`src/rtl/prldr_pkg.sv`:
```
// Purpose: Shared constants and types for the reconfiguration loader
// Assumes: One core clock, image bytes arrive on the same clock
// Notes: Register offsets are byte addresses on the plain register port
package prldr_pkg;
   // Register offsets
   localparam logic [3:0] ADDR_CTRL = 4'h0;
   localparam logic [3:0] ADDR_REGION_SEL = 4'h4;
   localparam logic [3:0] ADDR_EXPECT_ID = 4'h8;
   localparam logic [3:0] ADDR_STATUS = 4'hC;
   // Field positions and reset values
   localparam int CTRL_START_BIT = 0;
   localparam int STAT_CODE_LSB = 0;
   localparam int STAT_IDX_LSB = 2;
   localparam logic [31:0] EXPECT_ID_RST = 32'h0000_0000;
   localparam logic [31:0] REGION_SEL_RST = 32'h0000_0001;
   // Status codes
   localparam logic [1:0] STAT_IDLE = 2'h0;
   localparam logic [1:0] STAT_BUSY = 2'h1;
   localparam logic [1:0] STAT_OK = 2'h2;
   localparam logic [1:0] STAT_ERR = 2'h3;
   // Image layout: zero-based index of the identifier word (the 71st word)
   localparam logic [6:0] ID_WORD_IDX = 7'h46;
   localparam logic [6:0] WORD_IDX_MAX = 7'h7F;
   // Identifier scheme limits
   localparam int MAX_REGIONS = 32;
   localparam int MAX_LAYERS = 6;
   localparam int MAX_CHILDREN = 15;
   localparam int MAX_GLOBALS = 33;
   // Region reset: cycles the region logic needs, plus the extra cycle
   localparam int RST_NEED_DEF = 4;
   localparam int RST_EXTRA = 1;
   // Frozen output value
   localparam logic CLAMP_LEVEL = 1'b0;

   // Assembled configuration word toward the configuration manager
   typedef struct packed {
      logic [31:0] data;
      logic last;
   } prldr_word_s;

   // Loader states
   typedef enum logic [2:0] {ST_IDLE, ST_FREEZE, ST_LOAD, ST_RESET, ST_DONE, ST_ERR} prldr_state_e;
endpackage : prldr_pkg

```
`src/rtl/prldr_freeze.sv`:
```
// Purpose: Clamps the outputs of reconfigurable regions while frozen
// Assumes: Region outputs are on sys_clk; one freeze bit per region
// Notes: Inputs into the regions are never gated, only outputs
module prldr_freeze import prldr_pkg::*; #(
   parameter int NUM_REGIONS = 2,
   parameter int OUT_W = 32
) (
   input wire logic sys_clk,
   input wire logic arst_n,
   input wire logic [NUM_REGIONS-1:0] freeze,
   input wire logic [NUM_REGIONS*OUT_W-1:0] region_dout,
   input wire logic [NUM_REGIONS-1:0] region_wr_en,
   output logic [NUM_REGIONS*OUT_W-1:0] static_dout,
   output logic [NUM_REGIONS-1:0] static_wr_en
);

   // One registered clamp per region; same port set for every persona
   for (genvar i = 0; i < NUM_REGIONS; i++) begin : g_reg
      always_ff @(posedge sys_clk or negedge arst_n) begin
         if (!arst_n) begin
            static_dout[i*OUT_W +: OUT_W] <= '0;
            static_wr_en[i] <= 1'b0;
         end else if (freeze[i]) begin // see RULE6 see RULE18
            static_dout[i*OUT_W +: OUT_W] <= {OUT_W{CLAMP_LEVEL}};
            static_wr_en[i] <= CLAMP_LEVEL;
         end else begin // see RULE15
            static_dout[i*OUT_W +: OUT_W] <= region_dout[i*OUT_W +: OUT_W];
            static_wr_en[i] <= region_wr_en[i];
         end
      end

   end
endmodule : prldr_freeze

```
`src/rtl/prldr_loader.sv`:
```
// Purpose: Reconfiguration image loader with compatibility check and freeze
// Assumes: Host and regions share sys_clk; host keeps off the regions while busy
// Notes: Bytes pack little endian into words; status holds until next start
// Summary of operation
// RULE1: Check 71st image word against expected identifier.
// RULE2: Mismatch halts load, refuses bytes, reports error.
// RULE3: Checking is build option; off means plain word.
// RULE4: Four bytes per word, earliest byte lowest.
// RULE5: Host avoids region traffic during reconfiguration.
// RULE6: Freeze clamps every region output and write enable.
// RULE7: No gating on signals entering the region.
// RULE8: Reset reconfigured regions before normal operation resumes.
// RULE9: Reset pulse one cycle longer than needed.
// RULE10: At most thirty-two regions with checking enabled.
// RULE11: At most six nesting layers with checking.
// RULE12: At most fifteen children per parent region.
// RULE13: Authentication requires checking; checking defaults enabled.
// RULE14: Merged image freezes and resets all targets.
// RULE15: Wrapper exposes union of all persona ports.
// RULE16: At most thirty-three global signals per region.
// RULE17: Host finishes pending region transactions before start.
// RULE18: Outputs inactive while region reset and frozen.
// RULE19: Freeze before first word until reset done.
// RULE20: Status shows idle, busy, success, error; error held.
module prldr_loader import prldr_pkg::*; #(
   parameter bit COMPAT_CHECK_EN = 1'b1,
   parameter bit AUTH_EN = 1'b0,
   parameter int NUM_REGIONS = 2,
   parameter int NUM_LAYERS = 1,
   parameter int NUM_CHILDREN = 0,
   parameter int NUM_GLOBALS = 1,
   parameter int RST_NEED = RST_NEED_DEF,
   parameter int OUT_W = 32
) (
   input wire logic sys_clk,
   input wire logic arst_n,
   input wire logic [3:0] reg_addr,
   input wire logic [31:0] reg_wdata,
   input wire logic reg_wr,
   input wire logic reg_rd,
   output logic [31:0] reg_rdata,
   input wire logic byte_valid,
   input wire logic [7:0] byte_data,
   input wire logic byte_last,
   output logic byte_ready,
   output prldr_word_s word_out,
   output logic word_valid,
   input wire logic word_ready,
   output logic [1:0] status,
   output logic [NUM_REGIONS-1:0] region_freeze,
   output logic [NUM_REGIONS-1:0] region_rst_n,
   input wire logic [NUM_REGIONS*OUT_W-1:0] region_dout,
   input wire logic [NUM_REGIONS-1:0] region_wr_en,
   output logic [NUM_REGIONS*OUT_W-1:0] static_dout,
   output logic [NUM_REGIONS-1:0] static_wr_en
);
   // Reset pulse length including the margin for duplicated registers
   localparam int RST_LEN = RST_NEED + RST_EXTRA; // see RULE9

   // Elaboration checks on the build options
   if (NUM_REGIONS < 1 || NUM_REGIONS > 32) begin : g_bad_regions
      $error("region count out of range");
   end
   if (COMPAT_CHECK_EN && NUM_REGIONS > MAX_REGIONS) begin : g_bad_total // see RULE10
      $error("too many regions for identifier scheme");
   end
   if (COMPAT_CHECK_EN && (NUM_LAYERS < 1 || NUM_LAYERS > MAX_LAYERS)) begin : g_bad_layers // see RULE11
      $error("too many nesting layers");
   end
   if (NUM_CHILDREN > MAX_CHILDREN || NUM_CHILDREN >= NUM_REGIONS) begin : g_bad_child // see RULE12
      $error("too many child regions");
   end
   if (AUTH_EN && !COMPAT_CHECK_EN) begin : g_bad_auth // see RULE13
      $error("authentication needs compatibility checking");
   end
   if (NUM_GLOBALS < 1 || NUM_GLOBALS > MAX_GLOBALS) begin : g_bad_glob // see RULE16
      $error("too many global signals per region");
   end
   if (RST_NEED < 1 || RST_LEN > 63) begin : g_bad_rst
      $error("reset length out of range");
   end
   if (OUT_W < 1) begin : g_bad_w
      $error("region output width must be positive");
   end

   // Places one byte into a partial word, bytes above it read as zero
   function automatic logic [31:0] pack_word(input logic [23:0] part, input logic [7:0] b,
                                             input logic [1:0] pos);
      logic [31:0] w;
      w = '0;
      for (int k = 0; k < 3; k++) begin
         if (k < int'(pos)) begin
            w[k*8 +: 8] = part[k*8 +: 8];
         end
      end
      w[int'(pos)*8 +: 8] = b; // see RULE4
      return w;
   endfunction : pack_word

   prldr_state_e state_r, state_nxt;
   logic [NUM_REGIONS-1:0] region_sel_r;
   logic [NUM_REGIONS-1:0] act_mask_r;
   logic [31:0] expect_id_r;
   logic [23:0] asm_r;
   logic [1:0] byte_pos_r;
   logic [6:0] word_idx_r;
   logic [5:0] rst_cnt_r;
   logic start_req;
   logic byte_take;
   logic word_done;
   logic [31:0] full_word;
   logic id_slot;
   logic id_bad;
   logic word_take;
   logic frozen;

   // Register port decode
   assign start_req = reg_wr && reg_addr == ADDR_CTRL && reg_wdata[CTRL_START_BIT];

   // Stream handshakes and word completion
   assign byte_ready = state_r == ST_LOAD && !word_valid; // see RULE2
   assign byte_take = byte_valid && byte_ready;
   assign word_done = byte_take && (byte_pos_r == 2'h3 || byte_last);
   assign full_word = pack_word(asm_r, byte_data, byte_pos_r);
   assign id_slot = COMPAT_CHECK_EN && word_idx_r == ID_WORD_IDX; // see RULE3
   assign id_bad = word_done && id_slot && full_word != expect_id_r; // see RULE1
   assign word_take = word_valid && word_ready;

   // Software-written configuration registers
   always_ff @(posedge sys_clk or negedge arst_n) begin
      if (!arst_n) begin
         region_sel_r <= NUM_REGIONS'(REGION_SEL_RST);
         expect_id_r <= EXPECT_ID_RST;
      end else if (reg_wr) begin
         if (reg_addr == ADDR_REGION_SEL) begin
            region_sel_r <= reg_wdata[NUM_REGIONS-1:0];
         end
         if (reg_addr == ADDR_EXPECT_ID) begin
            expect_id_r <= reg_wdata;
         end
      end
   end

   // Read data, valid the cycle after the read strobe; unmapped reads zero
   always_ff @(posedge sys_clk or negedge arst_n) begin
      if (!arst_n) begin
         reg_rdata <= '0;
      end else if (reg_rd) begin
         case (reg_addr)
            ADDR_REGION_SEL: reg_rdata <= 32'(region_sel_r);
            ADDR_EXPECT_ID: reg_rdata <= expect_id_r;
            ADDR_STATUS: reg_rdata <= {23'h0, word_idx_r, status};
            default: reg_rdata <= '0;
         endcase
      end else begin
         reg_rdata <= '0;
      end
   end

   // Loader sequence; a start while busy is ignored
   always_comb begin
      state_nxt = state_r;
      case (state_r)
         ST_IDLE, ST_DONE, ST_ERR: begin
            if (start_req) begin // see RULE17
               state_nxt = ST_FREEZE;
            end
         end
         ST_FREEZE: state_nxt = ST_LOAD; // see RULE19
         ST_LOAD: begin
            if (id_bad) begin // see RULE2
               state_nxt = ST_ERR;
            end else if (word_take && word_out.last) begin // see RULE8
               state_nxt = ST_RESET;
            end
         end
         ST_RESET: begin
            if (rst_cnt_r == 6'(RST_LEN - 1)) begin // see RULE9
               state_nxt = ST_DONE;
            end
         end
         default: state_nxt = ST_IDLE;
      endcase
   end

   always_ff @(posedge sys_clk or negedge arst_n) begin
      if (!arst_n) begin
         state_r <= ST_IDLE;
      end else begin
         state_r <= state_nxt;
      end
   end

   // Regions targeted by this image, caught at start
   always_ff @(posedge sys_clk or negedge arst_n) begin
      if (!arst_n) begin
         act_mask_r <= '0;
      end else if (state_nxt == ST_FREEZE) begin // see RULE14
         act_mask_r <= region_sel_r;
      end
   end

   // Byte assembly into little-endian words
   always_ff @(posedge sys_clk or negedge arst_n) begin
      if (!arst_n) begin
         asm_r <= '0;
         byte_pos_r <= '0;
      end else if (state_r == ST_FREEZE) begin
         asm_r <= '0;
         byte_pos_r <= '0;
      end else if (byte_take) begin // see RULE4
         asm_r <= full_word[23:0];
         byte_pos_r <= word_done ? 2'h0 : byte_pos_r + 2'h1;
      end
   end

   // Word index within the image, saturating
   always_ff @(posedge sys_clk or negedge arst_n) begin
      if (!arst_n) begin
         word_idx_r <= '0;
      end else if (state_r == ST_FREEZE) begin
         word_idx_r <= '0;
      end else if (word_done && word_idx_r != WORD_IDX_MAX) begin
         word_idx_r <= word_idx_r + 7'h1;
      end
   end

   // Outgoing word holding register; a bad identifier is never forwarded
   always_ff @(posedge sys_clk or negedge arst_n) begin
      if (!arst_n) begin
         word_valid <= 1'b0;
         word_out <= '0;
      end else if (word_done && !id_bad) begin // see RULE3
         word_valid <= 1'b1;
         word_out.data <= full_word;
         word_out.last <= byte_last;
      end else if (word_take) begin
         word_valid <= 1'b0;
      end
   end

   // Region reset length counter
   always_ff @(posedge sys_clk or negedge arst_n) begin
      if (!arst_n) begin
         rst_cnt_r <= '0;
      end else if (state_r == ST_RESET) begin
         rst_cnt_r <= rst_cnt_r + 6'h1;
      end else begin
         rst_cnt_r <= '0;
      end
   end

   // Freeze and reset toward the targeted regions
   assign frozen = state_r inside {ST_FREEZE, ST_LOAD, ST_RESET, ST_ERR};
   assign region_freeze = frozen ? act_mask_r : '0; // see RULE19 see RULE14
   assign region_rst_n = (state_r == ST_RESET) ? ~act_mask_r : '1; // see RULE8

   // Status code decode, error held until the next start
   always_comb begin
      case (state_r)
         ST_IDLE: status = STAT_IDLE;
         ST_DONE: status = STAT_OK;
         ST_ERR: status = STAT_ERR; // see RULE20
         default: status = STAT_BUSY;
      endcase
   end

   // Output clamps; region inputs pass ungated
   prldr_freeze #(
      .NUM_REGIONS(NUM_REGIONS),
      .OUT_W(OUT_W)
   ) u_freeze (
      .sys_clk(sys_clk),
      .arst_n(arst_n),
      .freeze(region_freeze), // see RULE7
      .region_dout(region_dout),
      .region_wr_en(region_wr_en),
      .static_dout(static_dout),
      .static_wr_en(static_wr_en)
   );

   logic rst_any;
   logic [5:0] hlp_rst_cnt;
   assign rst_any = |(~region_rst_n);
   always_ff @(posedge sys_clk or negedge arst_n) begin
      if (!arst_n) begin
         hlp_rst_cnt <= '0;
      end else begin
         hlp_rst_cnt <= rst_any ? hlp_rst_cnt + 6'h1 : 6'h0;
      end
   end
endmodule : prldr_loader

```
`config.mk`:
```
export PLATFORM = sky130hd
export DESIGN_NAME = prldr_loader
export DESIGN_NICKNAME = d
export VERILOG_FILES = /design/src/rtl/prldr_pkg.sv /design/src/rtl/prldr_freeze.sv /design/src/rtl/prldr_loader.sv
export SDC_FILE = /design/constraint.sdc
export NUM_CORES = 1
export LEC_CHECK = 0
export BUFFER_PORTS_ARGS = -buffer_cell sky130_fd_sc_hd__buf_2
export CORE_ASPECT_RATIO = 0.5
export CORE_MARGIN = 1
export CORE_UTILIZATION = 58
export DETAILED_ROUTE_END_ITERATION = 12
export PLACE_DENSITY_LB_ADDON = 0.08
export SKIP_LAST_GASP = 1
export SLEW_MARGIN = 20
export SYNTH_ARGS = -nofsm -noshare
export SYNTH_HDL_FRONTEND = slang
export SYNTH_SLANG_ARGS = --single-unit
```
`constraint.sdc`:
```
create_clock -name sys_clk -period 5.9 [get_ports sys_clk]
set_input_delay 0 -clock sys_clk [delete_from_list [all_inputs] [get_ports sys_clk]]
set_output_delay 0 -clock sys_clk [all_outputs]
set_load 0.1 [all_outputs]
```
==> impl_results.md <==
* Slew @ Worst Pin at between 0.8 and 0.9 ns
* Worst Setup Path Type: reg -> reg
* DR DRC count at 0
* IO Pins at 256
* Vias in the first global route at a little under 9000
* Largest net degree at the start of global routing at 94
* Register bit total from synthesis at 210
* Status: completed
* Port bufs at roughly 260
* Dpl hpwl at approximately 19 mm
* Hold WC Path Type: in -> reg
* First-pass GRT wire length at ~48 mm
* Initial DRC Count at 890
* Num Clock Sinks at 210
* Htree depth at 1
* Worst hold margin at 0.0264 ns
* Root Driver: clkbuf_16
* Die H at 95.4 um
* Vias per cell at around 6
* Final setup violation count at 0
* Area growth, synth to finish at 31.7%
* Number of flops mapped to enable cells by yosys at 0
* MaxCap Viol Count at 0
* Initial core utilization at between 60% and 70%
* Path depth of the worst reg2reg path at 10
* Rows at 33
* Worst setup path startpoint: byte_pos_r[0]$_DFFE_PN0P_
* Place WS at 1.61 ns
* GRT overflow at 0
* Synthesized instance count at around 950
* WP data arrival at roughly 4.7 ns
* GPL Wtd Cong at 0.946
* Vias at approximately 9000
* CP Max Fanout at 30
* Setup bufs post-CTS at 0
* Fill cells at between 1000 and 1500
* VDD IR-drop max at 0.323 mV
* Ant diodes at 0
* Leak at roughly 6.3 nW
* Post_cts resized at 0
* Core area at 16700 um^2
* RSZ-0062 raised after global routing: false
* CTS tree: done
* Clock Pin Slew Worst Setup and Hold Paths at about 0.07 ns
* Register area share after synthesis at approximately half
* RR Startpoint: byte_pos_r[0]$_DFFE_PN0P_
* R2r setup slk at roughly 1.6 ns
* Netlist cell types at between 50 and 60
* Synth warn at 0
* Crit path time final at around 4.3 ns
* Power Density at ~330 nW/um^2
* Final wirelength at between 30 and 40 mm
* Total die area at 18000 um^2
* Later-pin clock latency in the skew report at 0.51 ns
* Min setup slack post-route at 1.63 ns
* Startpoint types: flop
* Synth async-reset ratio at 100%
* Number of hold buffers added after CTS at ~120
* Die X at between 150 and 200 um
* Mapped Nets at approximately 1100
* RR Endpoint: word_out[2]$_DFFE_PN0P_
* Worst slew margin at about two fifths
* Routed wire per std cell at between 20 and 25 um
* Max Buffers Root-to-Sink at 3
* Total GRT Usage at between 30% and 40%
* Tcrit/Tclk final at between 70% and 80%
* Post-synthesis cell area at 10100 um^2
* Initial antenna violation count at 0
* Share of cells above drive strength 1 at around 28%
* Final Max Tran Viols at 0
* Achievable frequency at 0.234 GHz
* Final Hold Fails at 0
* Top_reg_cell synth: dfrtp_1
* CP required at roughly 6.3 ns
* Nets at 1414
* Antenna Nets Post-Route at 0
* Critical path endpoint category: flop
* Setup TNS at 0 ns
* Skew final at roughly 0.017 ns
* Avg Cell Area, Syn at between 10 and 15 um^2
* Total iterations of the first detailed-routing run at 7
* CTS Buf Count at 20
* Crit path to: word_out[2]$_DFFE_PN0P_
[worst min-delay path by stage]
stage	startpoint	to	slack, ns	cells past startpoint
2_1_floorplan	arst_n	act_mask_r[0]$_DFFE_PN0N_	-0.30	0
3_3_place_gp	arst_n	reg_rdata[30]$_DFF_PN0_	0.12	1
3_5_place_dp	arst_n	word_out[19]$_DFFE_PN0P_	0.12	1
4_1_cts	byte_data[5]	asm_r[5]$_DFFE_PN0P_	0.0009	3
5_1_grt	byte_data[5]	asm_r[5]$_DFFE_PN0P_	0.04	3
6_report	byte_data[5]	asm_r[5]$_DFFE_PN0P_	0.03	3
[layout by cell type, fill, tap and decap left out, drive strengths merged, types with 30 or more instances in the layout]
master	instances
a221oi	30
and2	125
buf	265
dfrtp	209
dlygate4sd3	116
mux2	37
mux2i	38
nand2	80
nor2	58
nor3	34
[state kept, by name, summed over array words and instances, names as in the netlist]
register and count:
word_idx_r 7, u_freeze.static_wr_en 2, u_freeze.static_dout 64, act_mask_r 2, byte_pos_r 2, word_valid 1
reg_rdata 32, word_out 33, rst_cnt_r 6, region_sel_r 2, expect_id_r 32, asm_r 24
state_r 3
[routing by layer]
| layer | share of wire, % | wire, um | vias to the layer above | global-route usage [%] |
|---|---|---|---|---|
| li1 | - | - | 4010 | - |
| met1 | 41 | 12700 | 4387 | 45.7 |
| met2 | 47 | 14600 | 468 | 57.1 |
| met3 | 8.2 | 2530 | 85 | 7.03 |
| met4 | 3.6 | 1110 | 0 | 13.6 |
| met5 | 0 | 0 | - | 0 |
[kinds of logic after synthesis]
kind of cell	count (synthesis)	synth area share (%)
AOI/OAI and AO/OA	147	12.0
adders and majority gates	10	1.24
xor gates and xnor gates	24	2.08
muxes	75	7.88
DFF	210	52.0
and+or+nand+nor	403	21.3
buffers and inverters	78	3.51
[stage by stage]
stage               instances  power, mW  instance area [um^2]  util, %
global placement         1376       2.97                 11500     68.6
floorplan                 947       2.69                 10100        -
global route             1527       4.54                 13300     79.6
detailed placement       1376       3.00                 11500     68.6
finish                   1527       4.38                 13300     79.6
CTS                      1527       4.34                 13300     79.6
[critical path, cell delays in order, from the launching register on]
cell and delay (ns):
dfrtp_1 0.53, inv_1 0.18, ha_1 0.47, and3_1 0.60
a32o_1 0.27, o22ai_1 0.08, or4_4 0.73, or2_1 0.57
buf_4 0.36, a221oi_1 0.26, nand2_1 0.09
[layout make-up]
| class | instances | area [um^2] | area share [%] |
|---|---|---|---|
| flip-flops and latches | 210 | 5260 | 39.5 |
| multi-input cells | 659 | 4530 | 34.0 |
| repair buffers | 382 | 2530 | 19.0 |
| clock buffers | 26 | 553 | 4.15 |
| well taps | 227 | 284 | 2.13 |
| clock inverters | 9 | 113 | 0.845 |
| inverters | 14 | 52.6 | 0.395 |
[cell usage after synthesis (2+ instances only)]
cell	instances	area share, %
nor2b_1	19	1.2
xnor2_1	10	0.87
or3_1	15	0.93
o211ai_1	5	0.37
a211oi_1	2	0.15
buf_2	8	0.40
o22ai_1	5	0.31
nand2b_1	4	0.25
dfrtp_1	209	52
a221oi_2	22	3.3
a31oi_1	5	0.31
buf_4	4	0.30
a32o_1	9	0.89
buf_6	5	0.56
nor4bb_1	2	0.20
nor3_1	34	1.7
nand3_1	29	1.4
o21ai_0	29	1.4
xor2_1	14	1.2
buf_1	5	0.19
a22o_1	18	1.6
inv_1	14	0.52
nor3b_1	3	0.22
a221oi_1	8	0.69
nor4_1	9	0.56
o41ai_1	4	0.35
and3_1	3	0.19
a22oi_1	10	0.74
a21oi_1	17	0.84
mux2i_1	38	3.8
ha_1	10	1.2
o2bb2ai_1	3	0.26
a31o_2	2	0.17
nor2_1	58	2.2
a221o_1	2	0.20
nand3b_1	5	0.37
nand4bb_1	2	0.22
and2_1	125	7.7
mux2_2	37	4.1
nand4_1	7	0.43
clkbuf_1	42	1.6
o21a_1	2	0.15
nand2_1	80	3.0
[where the power goes]
group,leakage [nW],internal [mW],switching [mW]
clock,0.324,0.720,0.588
sequential,2.69,1.59,0.178
combinational,3.27,0.371,0.931
Note: power is estimated with default switching activity, not from simulation.
